--- src/hdl/adc_seq_pkg.sv ---
package adc_seq_pkg;
  // Register indices on the plain register port.
  localparam logic [3:0] ADDR_MODE = 4'h0;
  localparam logic [3:0] ADDR_CHAN = 4'h1;
  localparam logic [3:0] ADDR_PRIO = 4'h2;
  localparam logic [3:0] ADDR_RESET = 4'h3;
  localparam logic [3:0] ADDR_TRIG = 4'h4;
  localparam logic [3:0] ADDR_RES0 = 4'h8;
  localparam logic [3:0] ADDR_RESP = 4'h7;
  // Mode control register fields.
  localparam int MODE_START_BIT = 0;
  localparam int MODE_SCAN_BIT = 1;
  localparam int MODE_REPEAT_BIT = 2;
  localparam int MODE_ITM_LSB = 3;
  localparam int MODE_BUSY_BIT = 6;
  localparam int MODE_DONE_BIT = 7;
  // Priority control register fields.
  localparam int PRIO_START_BIT = 4;
  localparam int PRIO_BUSY_BIT = 5;
  localparam int PRIO_DONE_BIT = 6;
  // Trigger control and reset register fields.
  localparam int TRIG_NSRC_BIT = 0;
  localparam int TRIG_NEN_BIT = 1;
  localparam int TRIG_PSRC_BIT = 2;
  localparam int TRIG_PEN_BIT = 3;
  localparam int RESET_BIT = 0;
  // Result word fields, interval codes and mode codes.
  localparam int RES_STORED_BIT = 10;
  localparam int RES_OVR_BIT = 11;
  localparam logic [1:0] ITM_ONE = 2'h0;
  localparam logic [1:0] ITM_FOUR = 2'h1;
  localparam logic [1:0] ITM_EIGHT = 2'h2;
  localparam logic [1:0] MODE_FIX_SINGLE = 2'h0;
  localparam logic [1:0] MODE_SCAN_SINGLE = 2'h1;
  localparam logic [1:0] MODE_FIX_REPEAT = 2'h2;
  localparam logic [1:0] MODE_SCAN_REPEAT = 2'h3;

  typedef enum {ST_IDLE, ST_NORM, ST_PRIO} phase_t;

  typedef struct packed {
    logic [3:0] addr;
    logic [15:0] wdata;
    logic wr;
    logic rd;
  } reg_req_t;

  typedef struct packed {
    logic start;
    logic [3:0] chan;
    logic done;
    logic [9:0] value;
  } core_t;
endpackage

--- src/hdl/adc_conversion_sequencer.sv ---
`timescale 1ns/1ns
// Behaviour
// - Writing one to the normal start bit begins a normal sequence in the selected mode.
// - Writing one to the priority start bit begins one fixed-channel priority conversion.
// - Source select zero: falling edge on the external trigger pin starts conversion.
// - Source select one: timer 6 event starts normal, timer 5 event starts priority.
// - Hardware triggers are accepted only while their enable bit is one.
// - Software starts still work while hardware triggering is enabled.
// - Normal busy flag is set when a normal sequence starts.
// - Priority start sets priority busy and keeps normal busy and done unchanged.
// - Priority start suspends normal sequence, which resumes at the interrupted channel.
// - Clearing repeat finishes the current conversion, then stops and clears busy.
// - Outside fixed repeat, each result goes to the result register picked by the low three bits of its channel.
// - Fixed single: on completion set done, clear busy, raise normal interrupt.
// - Scan single: after whole scan set done, clear busy, raise normal interrupt.
// - Fixed repeat keeps busy high; done is set together with the interrupt.
// - Interval 00: interrupt every conversion, result always in first register.
// - Interval 01: rotate over four registers, interrupt after fourth, wrap.
// - Interval 10: rotate over eight registers, interrupt after eighth, wrap.
// - Scan repeat: done and interrupt per scan, busy stays, per-channel results.
// - Priority completion raises its interrupt, sets its done flag, stores its result.
// - Reading the mode or priority register clears its done flag.
// - Mode codes: 00 fixed single, 01 scan single, 10 fixed repeat, 11 scan repeat.
// - A priority start during a running priority conversion is ignored.
module adc_conversion_sequencer #(
  parameter int NUM_RESULTS = 8
) (
  // Clock and reset
  input wire logic CLK,
  input wire logic SYS_RST,
  // Register port
  input wire logic [3:0] ADDR,
  input wire logic [15:0] WDATA,
  input wire logic WR,
  input wire logic RD,
  output logic [15:0] RDATA,
  // Trigger sources
  input wire logic EXT_TRIGGER_N,
  input wire logic TIMER6_COMPARE_EVENT,
  input wire logic TIMER5_COMPARE_EVENT,
  // Analog core
  output logic CORE_START,
  output logic [3:0] CORE_CHAN,
  input wire logic CORE_DONE,
  input wire logic [9:0] CORE_VALUE,
  // Completion interrupts
  output logic NORMAL_DONE_INTERRUPT,
  output logic PRIORITY_DONE_INTERRUPT
);

  typedef struct packed {
    adc_seq_pkg::phase_t phase;
    logic conv_run;
    logic [1:0] mode;
    logic [1:0] itm;
    logic [3:0] chan_sel;
    logic [3:0] scan_last;
    logic [3:0] prio_chan;
    logic [3:0] trig;
    logic norm_busy;
    logic norm_done;
    logic prio_busy;
    logic prio_done;
    logic [3:0] cur_chan;
    logic [2:0] slot;
    logic [2:0] pin_sync;
    logic core_start;
    logic norm_irq;
    logic prio_irq;
    logic [15:0] rdata;
    logic [NUM_RESULTS-1:0][9:0] res;
    logic [NUM_RESULTS-1:0] stored;
    logic [NUM_RESULTS-1:0] ovr;
    logic [9:0] resp;
    logic resp_stored;
    logic resp_ovr;
    logic stop_pending;
  } state_t;

  state_t s;
  state_t next_s;
  logic pin_fall;
  logic norm_hw;
  logic prio_hw;
  logic sw_norm;
  logic sw_prio;
  logic norm_go;
  logic prio_go;
  logic [2:0] store_idx;
  logic last_of_group;
  logic soft_reset;

  function automatic logic [2:0] slot_limit(input logic [1:0] itm);
    slot_limit = (itm == adc_seq_pkg::ITM_EIGHT) ? 3'h7 : (itm == adc_seq_pkg::ITM_FOUR) ? 3'h3 : 3'h0;
  endfunction

  // Only the second and third sync stages feed the edge detector.
  assign pin_fall = s.pin_sync[2] & ~s.pin_sync[1];
  assign norm_hw = s.trig[adc_seq_pkg::TRIG_NEN_BIT] &
    (s.trig[adc_seq_pkg::TRIG_NSRC_BIT] ? TIMER6_COMPARE_EVENT : pin_fall);
  assign prio_hw = s.trig[adc_seq_pkg::TRIG_PEN_BIT] &
    (s.trig[adc_seq_pkg::TRIG_PSRC_BIT] ? TIMER5_COMPARE_EVENT : pin_fall);
  assign sw_norm = WR && ADDR == adc_seq_pkg::ADDR_MODE && WDATA[adc_seq_pkg::MODE_START_BIT];
  assign sw_prio = WR && ADDR == adc_seq_pkg::ADDR_PRIO && WDATA[adc_seq_pkg::PRIO_START_BIT];
  assign norm_go = (sw_norm | norm_hw) & ~s.prio_busy;
  assign prio_go = (sw_prio | prio_hw) & ~s.prio_busy;
  assign store_idx = s.mode == adc_seq_pkg::MODE_FIX_REPEAT ? s.slot : s.cur_chan[2:0];
  assign last_of_group = s.mode[0] ? (s.cur_chan == s.scan_last) : (s.slot == slot_limit(s.itm));
  assign soft_reset = WR && ADDR == adc_seq_pkg::ADDR_RESET && WDATA[adc_seq_pkg::RESET_BIT];

  assign RDATA = s.rdata;
  assign CORE_START = s.core_start;
  assign CORE_CHAN = s.phase == adc_seq_pkg::ST_PRIO ? s.prio_chan : s.cur_chan;
  assign NORMAL_DONE_INTERRUPT = s.norm_irq;
  assign PRIORITY_DONE_INTERRUPT = s.prio_irq;

  always_comb begin
    next_s = s;
    next_s.pin_sync = {s.pin_sync[1:0], EXT_TRIGGER_N};
    next_s.core_start = 1'b0;
    next_s.norm_irq = 1'b0;
    next_s.prio_irq = 1'b0;
    next_s.rdata = 16'h0000;
    // Register reads; done flags clear on read, but a same-cycle set below wins.
    if (RD) begin
      unique case (ADDR)
        adc_seq_pkg::ADDR_MODE: begin
          next_s.rdata = {8'h00, s.norm_done, s.norm_busy, 1'b0, s.itm, s.mode[1], s.mode[0], 1'b0};
          next_s.norm_done = 1'b0;
        end
        adc_seq_pkg::ADDR_CHAN: next_s.rdata = {8'h00, s.scan_last, s.chan_sel};
        adc_seq_pkg::ADDR_PRIO: begin
          next_s.rdata = {9'h000, s.prio_done, s.prio_busy, 1'b0, s.prio_chan};
          next_s.prio_done = 1'b0;
        end
        adc_seq_pkg::ADDR_TRIG: next_s.rdata = {12'h000, s.trig};
        adc_seq_pkg::ADDR_RESP: begin
          next_s.rdata = {4'h0, s.resp_ovr, s.resp_stored, s.resp};
          next_s.resp_stored = 1'b0;
          next_s.resp_ovr = 1'b0;
        end
        default: begin
          if (ADDR >= adc_seq_pkg::ADDR_RES0) begin
            next_s.rdata = {4'h0, s.ovr[ADDR[2:0]], s.stored[ADDR[2:0]], s.res[ADDR[2:0]]};
            next_s.stored[ADDR[2:0]] = 1'b0;
            next_s.ovr[ADDR[2:0]] = 1'b0;
          end
        end
      endcase
    end
    if (WR) begin
      unique case (ADDR)
        adc_seq_pkg::ADDR_MODE: begin
          next_s.mode = {WDATA[adc_seq_pkg::MODE_REPEAT_BIT], WDATA[adc_seq_pkg::MODE_SCAN_BIT]};
          next_s.itm = WDATA[adc_seq_pkg::MODE_ITM_LSB +: 2];
          // Dropping the repeat bit only arms the stop; the conversion in flight still finishes.
          next_s.stop_pending = (s.stop_pending | (s.mode[1] & s.norm_busy)) & ~WDATA[adc_seq_pkg::MODE_REPEAT_BIT];
        end
        adc_seq_pkg::ADDR_CHAN: begin
          next_s.chan_sel = WDATA[3:0];
          next_s.scan_last = WDATA[7:4];
        end
        adc_seq_pkg::ADDR_PRIO: next_s.prio_chan = WDATA[3:0];
        adc_seq_pkg::ADDR_TRIG: next_s.trig = WDATA[3:0];
        default: begin
        end
      endcase
    end
    // Core completion.
    if (CORE_DONE && s.conv_run) begin
      next_s.conv_run = 1'b0;
      if (s.phase == adc_seq_pkg::ST_PRIO) begin
        if (next_s.resp_stored) begin
          next_s.resp_ovr = 1'b1;
        end
        next_s.resp = CORE_VALUE;
        next_s.resp_stored = 1'b1;
        next_s.prio_done = 1'b1;
        next_s.prio_irq = 1'b1;
        next_s.prio_busy = 1'b0;
        // Resume the suspended sequence at the same channel.
        next_s.phase = s.norm_busy ? adc_seq_pkg::ST_NORM : adc_seq_pkg::ST_IDLE;
      end else begin
        if (next_s.stored[store_idx]) begin
          next_s.ovr[store_idx] = 1'b1;
        end
        next_s.res[store_idx] = CORE_VALUE;
        next_s.stored[store_idx] = 1'b1;
        if (s.mode == adc_seq_pkg::MODE_FIX_REPEAT) begin
          next_s.slot = last_of_group ? 3'h0 : s.slot + 3'h1;
        end else if (s.mode[0]) begin
          next_s.cur_chan = last_of_group ? s.chan_sel : s.cur_chan + 4'h1;
        end
        if (last_of_group || s.mode == adc_seq_pkg::MODE_FIX_SINGLE) begin
          next_s.norm_done = 1'b1;
          next_s.norm_irq = 1'b1;
        end
        if (!s.mode[1] && (last_of_group || !s.mode[0])) begin
          next_s.norm_busy = 1'b0;
          next_s.phase = adc_seq_pkg::ST_IDLE;
        end
        // A pending stop ends the run after this conversion, even in the middle of a scan.
        if (s.stop_pending) begin
          next_s.norm_busy = 1'b0;
          next_s.phase = adc_seq_pkg::ST_IDLE;
          next_s.stop_pending = 1'b0;
        end
      end
    end
    // Priority pre-empts; the interrupted normal conversion is simply re-run later.
    if (prio_go) begin
      next_s.phase = adc_seq_pkg::ST_PRIO;
      next_s.prio_busy = 1'b1;
      next_s.conv_run = 1'b0;
    end else if (norm_go && s.phase == adc_seq_pkg::ST_IDLE) begin
      next_s.phase = adc_seq_pkg::ST_NORM;
      next_s.norm_busy = 1'b1;
      next_s.cur_chan = s.chan_sel;
      next_s.slot = 3'h0;
    end
    if (next_s.phase != adc_seq_pkg::ST_IDLE && !next_s.conv_run && !s.core_start) begin
      next_s.core_start = 1'b1;
      next_s.conv_run = 1'b1;
    end
    // Soft reset stops everything but keeps results and done flags.
    if (soft_reset) begin
      next_s.phase = adc_seq_pkg::ST_IDLE;
      next_s.stop_pending = 1'b0;
      next_s.conv_run = 1'b0;
      next_s.core_start = 1'b0;
      next_s.norm_busy = 1'b0;
      next_s.prio_busy = 1'b0;
    end
  end

  always_ff @(posedge CLK or posedge SYS_RST) begin
    if (SYS_RST) begin
      s <= '0;
      s.phase <= adc_seq_pkg::ST_IDLE;
      s.pin_sync <= 3'h7;
    end else begin
      s <= next_s;
    end
  end
endmodule

--- config.mk ---
export PLATFORM = sky130hd
export DESIGN_NAME = adc_conversion_sequencer
export DESIGN_NICKNAME = d
export VERILOG_FILES = /design/src/hdl/adc_seq_pkg.sv /design/src/hdl/adc_conversion_sequencer.sv
export SDC_FILE = /design/constraint.sdc
export NUM_CORES = 1
export LEC_CHECK = 0
export BUFFER_PORTS_ARGS = -buffer_cell sky130_fd_sc_hd__buf_2
export CAP_MARGIN = 10
export CORE_MARGIN = 3
export CORE_UTILIZATION = 55
export CTS_BUF_LIST = sky130_fd_sc_hd__clkbuf_8 sky130_fd_sc_hd__clkbuf_16
export DETAILED_ROUTE_END_ITERATION = 10
export GPL_TIMING_DRIVEN = 0
export PLACE_DENSITY = 0.77
export SLEW_MARGIN = 30
export SYNTH_ARGS = -nofsm -noshare
export SYNTH_HDL_FRONTEND = slang
export SYNTH_SLANG_ARGS = --single-unit
--- constraint.sdc ---
create_clock -name CLK -period 12 [get_ports CLK]
set_clock_uncertainty 0.1 [all_clocks]
set_input_delay 2.4 -clock CLK [delete_from_list [all_inputs] [get_ports CLK]]
set_output_delay 2.4 -clock CLK [all_outputs]
set_load 0.02 [all_outputs]
==> results of run 1 <==
-- area by class of cell --
class	instances	area, sq um
fillers	1171	5460
flip-flops and latches	191	4780
multi-input cells	420	3630
clock buffers	18	439
plain buffers	49	293
well taps	211	264
repair buffers	46	253
clock inverters	14	203
inverters	12	52.6
-- Yosys cell counts (all sizes together) (4+ instances only) --
| cell | number | area share (%) |
|---|---|---|
| clkbuf | 9 | 0.39 |
| o21a | 6 | 0.52 |
| buf | 40 | 3.0 |
| a21o | 6 | 0.52 |
| dfrtp | 188 | 54 |
| nor2b | 4 | 0.29 |
| nor2 | 24 | 1.0 |
| nand2 | 49 | 2.1 |
| nand3b | 4 | 0.34 |
| a21oi | 14 | 0.80 |
| nor3 | 5 | 0.34 |
| mux2i | 9 | 1.2 |
| or3 | 5 | 0.36 |
| a22o | 4 | 0.40 |
| mux2 | 125 | 16 |
| mux4 | 24 | 6.2 |
| nand2b | 7 | 0.50 |
| and2 | 34 | 2.4 |
| nor4 | 10 | 0.89 |
| inv | 12 | 0.52 |
| a21boi | 5 | 0.43 |
| a222oi | 6 | 0.69 |
| o21ai | 16 | 0.92 |
| nand3 | 11 | 0.63 |
| xor2 | 6 | 0.60 |
-- power by group through the flow --
stage	Combinational (uW)	Clock, uW	Sequential, uW
floorplan	408	0	914
global placement	501	0	941
detailed placement	524	0	956
CTS	530	618	946
global route	580	647	968
finish	528	611	949
-- flip-flops by register name, summed over array words and instances (netlist names) --
name and count:
PRIORITY_DONE_INTERRUPT 1, NORMAL_DONE_INTERRUPT 1, RDATA 12, CORE_START 1
s 174, next_s 2
-- cells in the final DEF (no fill, tap or decap), types with 7 or more instances in the layout --
master     instances
dfrtp_1          188
mux2_2            87
buf_2             60
nand2_1           49
mux2_1            38
and2_1            33
nor2_1            24
mux4_2            24
buf_4             18
clkbuf_16         17
o21ai_0           15
a21oi_1           14
inv_1             11
nand3_1           11
nor4_1             9
clkbuf_1           9
mux2i_1            8
nand2b_1           7
-- per-layer routing --
layer	vias up	part of all wire (%)	GRT usage, %
met1	2919	42	31.1
met4	0	1.5	5.95
met5	-	0	0
li1	2539	-	-
met2	186	51	39.5
met3	26	5.6	5.61
-- logic make-up after synthesis --
logic type               synth area share (%)
flip-flops                               54.8
AND/OR/NAND/NOR                          9.87
multiplexers                             23.5
AO/OA/AOI/OAI                            6.96
buffers and inverters                    3.87
XOR/XNOR                                0.602
adder cells (fa/ha/maj)                 0.430
other                                  0.0429
-- final timing paths --
kind / from / slack, ns / to
hold / removal: next_s[129] / 0.26 / next_s[130]
setup / recovery: s[187] / 6.83 / CORE_CHAN[3]
setup reg to reg: s[187] / 9.12 / s[41]
min in group asynchronous: SYS_RST / 1.96 / s[107]
max in group asynchronous: SYS_RST / 8.96 / s[135]
hold reg to reg: next_s[129] / 0.26 / next_s[130]
-- through the flow --
step,hold WS (ns),instance area (sq um)
final,0.258,9910
after global routing,0.264,9910
after CTS,0.262,9910
after detailed placement,0.248,9270
after global placement,0.251,9240
after floorplan,0.245,8750
-- worst reg2reg max path, delay by kind of cell, from the launching register on --
| family | cells | cell delay [ns] |
|---|---|---|
| flip-flops | 1 | 0.39 |
| AND/OR/NAND/NOR | 3 | 0.92 |
| AO/OA/AOI/OAI | 1 | 0.63 |
| multiplexers | 1 | 0.38 |
| buffers and inverters | 1 | 0.34 |
==> out/results.tsv, run 1 <==
metric	value	unit
CP required	9.50	ns
fin worst setup slack	6.83	ns
drt via density	5.90	
Routed Antenna Nets	0	
Buffers on Ports	45	
die height	132	um
Reg power frac	45.5	%
Place WS	7.15	ns
WP data arrival	2.67	ns
CTS tree	yes	
DR iter-0 viols	520	
synthesized flop and latch total	191	
area of the mapped netlist	0.00874	sq mm
initial antenna violation count	0	
total inserted antenna cells	0	
Boundary Pins	61	
Core Region	0.0154	sq mm
residual DRC count	0	
hold path depth	0	
Critical-path top delay cell	dfrtp_1	
worst-path fanout max	10	
worst skew pair latency	0.43	ns
Pins Over Slew Limit	0	
worst vdd rail ir drop	124	uV
largest net degree at the start of global routing	100	
Hold Buf Count CTS	0	
GR Overflow Total	0	
Final Hold Fails	0	
vias in the first global route	5889	
drt first pass iters	6	
# setup viols final	0	
status	completed	
worst path cell trace	nor4_1 > nand4_1 > nor4_1 > buf_2 > mux2_2 > buf_2	
clk slew on worst S/H paths	0.07	ns
Total Routing Usage GR	23.5	%
number of buffers and inverters on the critical path	2	
vias	5670	
Sw Ratio	30.1	%
Clk network pwr share	29.3	%
Critical Path Sink Type	output pin	
max_slew headroom	32.6	%
sw power	628	uW
Worst Hold Class	flip-flop to flip-flop	
CTS max path bufs	2	
Rows	45	
RSZ-0062 raised after global routing	no	
min Tclk post-route	5.17	ns
syn avg cell area	13.1	sq um
number of synthesized flops with an enable pin	0	
setup bufs post-CTS	0	
stages on the worst setup path	6	
fin util	64.5	%
CTS sink count	191	
Leak	0.00471	uW
die area	0.0174	sq mm
Worst Reg2Reg Path Length in Cells	6	
Least-Margin Pin Slew	1.00	ns
first-pass GRT wire length	32000	um
ys flop type	dfrtp_1	
share of cells above drive strength 1	31.2	%
sequential element share of the synthesized area	54.8	%
setup_tns	0	ns
Max-Cap Viols	0	
CP Class	flip-flop to output pin	
CTS Buf Count	17	
Final HPWL DP	13900	um
Worst setup SP type	flip-flop	
Tcrit/Tclk final	43.1	%
post-synth cell types	61	
H-tree levels	4	
WL/cell	20.6	um
total power	2090	uW
area growth from synthesis to layout	13.5	%
Mapped Cells	669	
kind of cell adding the most delay to the critical path	simple AND/OR/NAND/NOR gates	
number of synthesis warnings	0	
CTS root buf	clkbuf_16	
fin cells	961	
f_max	193	MHz
GP Congestion	0.905	
Die W	132	um
Largest stage delay, worst path	0.39	ns
Final Net Count	778	
Pwr Density	211	mW/mm^2
combinational fraction of design power	25.3	%
Inst Count DP	929	
WL final	19800	um
post_cts resized	0	
initial core utilization	56.8	%
ys async rst share	100	%
P_int	1460	uW
(Power assumes the default switching activity.)
==> run 2, diff against run 1 <==
--- a/config.mk
+++ b/config.mk
@@ -8,11 +8,11 @@
 export BUFFER_PORTS_ARGS = -buffer_cell sky130_fd_sc_hd__buf_2
 export CAP_MARGIN = 10
 export CORE_MARGIN = 3
-export CORE_UTILIZATION = 55
+export CORE_UTILIZATION = 54
 export CTS_BUF_LIST = sky130_fd_sc_hd__clkbuf_8 sky130_fd_sc_hd__clkbuf_16
 export DETAILED_ROUTE_END_ITERATION = 10
 export GPL_TIMING_DRIVEN = 0
-export PLACE_DENSITY = 0.77
+export PLACE_DENSITY = 0.78
 export SLEW_MARGIN = 30
 export SYNTH_ARGS = -nofsm -noshare
 export SYNTH_HDL_FRONTEND = slang
==> constraint.sdc (replaced) <==
create_clock -name CLK -period 4.5 [get_ports CLK]
set_clock_uncertainty 0.1 [all_clocks]
set_input_delay 0.9 -clock CLK [delete_from_list [all_inputs] [get_ports CLK]]
set_output_delay 0.9 -clock CLK [all_outputs]
set_load 0.02 [all_outputs]
==> run 2 against run 1 <==
Setup slack got worse by 6.1 ns; non-clock buffer count increased by 5; cell area increased by 0.32%; power increased to 2.6 times the previous value; largest cell class unchanged; highest routed layer unchanged.
==> out/results.tsv, run 2 (synthesis results as in run 1) <==
metric	value	unit	change
GR Overflow Total	0		unchanged
CP required	3.50	ns	-6.00 ns
min Tclk post-route	3.73	ns	
drt first pass iters	7		+1
DR iter-0 viols	423		-19%
Pwr Density	545	mW/mm^2	+160%
GP Congestion	0.929		+2.6%
Core Region	0.0155	sq mm	+1.1%
CTS Buf Count	17		unchanged
Largest stage delay, worst path	0.39	ns	about the same
Final Hold Fails	0		unchanged
Worst Reg2Reg Path Length in Cells	6		unchanged
hold path depth	0		unchanged
Worst Hold Class	flip-flop to flip-flop		
Buffers on Ports	45		unchanged
CTS tree	yes		
Final HPWL DP	14400	um	+3.3%
vias	5759		+1.6%
fin area	0.00994	sq mm	+0.32%
Hold Buf Count CTS	0		unchanged
total power	5420	uW	+160%
H-tree levels	4		unchanged
worst-path fanout max	10		unchanged
first-pass GRT wire length	32500	um	+1.6%
RSZ-0062 raised after global routing	no		
Largest Register	s		
Largest register FFs	174		unchanged
Tcrit/Tclk final	83.0	%	
worst path cell trace	nor4_1 > nand4_1 > nor4_1 > buf_2 > mux2_2 > buf_2		
number of buffers and inverters on the critical path	2		unchanged
DP Area	0.00937	sq mm	+1.0%
CTS sink count	191		unchanged
vias in the first global route	6040		+2.6%
Rows	45		unchanged
CTS max path bufs	2		unchanged
# setup viols final	0		unchanged
Die W	133	um	+0.88%
total inserted antenna cells	0		unchanged
Boundary Pins	61		unchanged
largest net degree at the start of global routing	32		-68%
drt via density	5.96		+1.0%
residual DRC count	0		unchanged
post_cts resized	0		unchanged
Critical Path Sink Type	output pin		
Pins Over Slew Limit	0		unchanged
CTS root buf	clkbuf_16		
area growth from synthesis to layout	13.8	%	
worst skew pair latency	0.44	ns	about the same
kind of cell adding the most delay to the critical path	simple AND/OR/NAND/NOR gates		
worst vdd rail ir drop	328	uV	+160%
Leak	0.00471	uW	about the same
most common cell after layout, fill and taps aside	dfrtp_1		
Final Net Count	783		+0.64%
Total Routing Usage GR	23.6	%	+0.15 points
Max-Cap Viols	0		unchanged
register-to-register setup slack	1.61	ns	-7.51 ns
Critical-path top delay cell	nor4_1		
WL final	19900	um	+0.84%
WL/cell	20.6	um	+0.32%
die area	0.0177	sq mm	+1.8%
CP Class	flip-flop to output pin		
most frequent cells in the layout	188 x dfrtp_1, 87 x mux2_2, 60 x buf_2, 49 x nand2_1, 38 x mux2_1		
WP data arrival	2.73	ns	+0.06 ns
setup bufs post-CTS	0		unchanged
max_slew headroom	34.4	%	+1.8 points
status	completed		
Worst setup SP type	flip-flop		
initial core utilization	56.2	%	-0.62 points
die height	133	um	+0.88%
Routed Antenna Nets	0		unchanged
fin worst setup slack	0.765	ns	-6.06 ns
Least-Margin Pin Slew	0.976	ns	-0.0273 ns
stages on the worst setup path	6		unchanged
f_max	268	MHz	
clk slew on worst S/H paths	0.07	ns	about the same
Place WS	1.17	ns	-5.98 ns
initial antenna violation count	0		unchanged
share of cells above drive strength 1	31.8	%	+0.59 points
setup_tns	0	ns	unchanged
[run 2: cell count changes in the layout (fill, tap and decap cells not counted), sizes merged]
cell,change
clkinvlp,+4
buf,+5
bufinv,-3
clkbuf,-1
[run 2: path summary, 6_finish.rpt]
path	startpoint	to
max	s[187]	CORE_CHAN[0]
min	next_s[129]	next_s[130]
max reg2reg	s[187]	s[43]
min reg2reg	next_s[129]	next_s[130]
max in group asynchronous	SYS_RST	s[149]
min in group asynchronous	SYS_RST	RDATA[11]
[run 2: layout make-up]
class / count / area (sq um)
inverter: 12 / 48.8
buffer: 49 / 293
fill: 1164 / 5600
clock buffer: 17 / 425
clock inverter: 15 / 151
timing repair buffer: 51 / 353
sequential: 191 / 4780
tap: 211 / 264
multi-input combinational: 420 / 3630
[run 2: per-stage QoR]
stage	cells	hold WS, ns	util [%]
finish	966	0.277	64.0
global route	966	0.283	64.0
floorplan	672	0.245	-
detailed placement	934	0.270	60.3
global placement	928	0.266	59.5
CTS	966	0.285	64.0
[run 2: layer usage]
metal / track usage [%] / vias up / share of wire, %
li1: - / 2551 / -
met1: 31.9 / 2956 / 43
met2: 38.0 / 211 / 49
met3: 5.02 / 41 / 5.8
met4: 9.14 / 0 / 2.5
met5: 0 / - / 0
[run 2: report_power, final]
part / internal (uW) / switching (uW) / leakage (uW)
registers: 2200 / 332 / 0.00250
logic: 743 / 678 / 0.00194
clock network: 780 / 687 / 0.000273
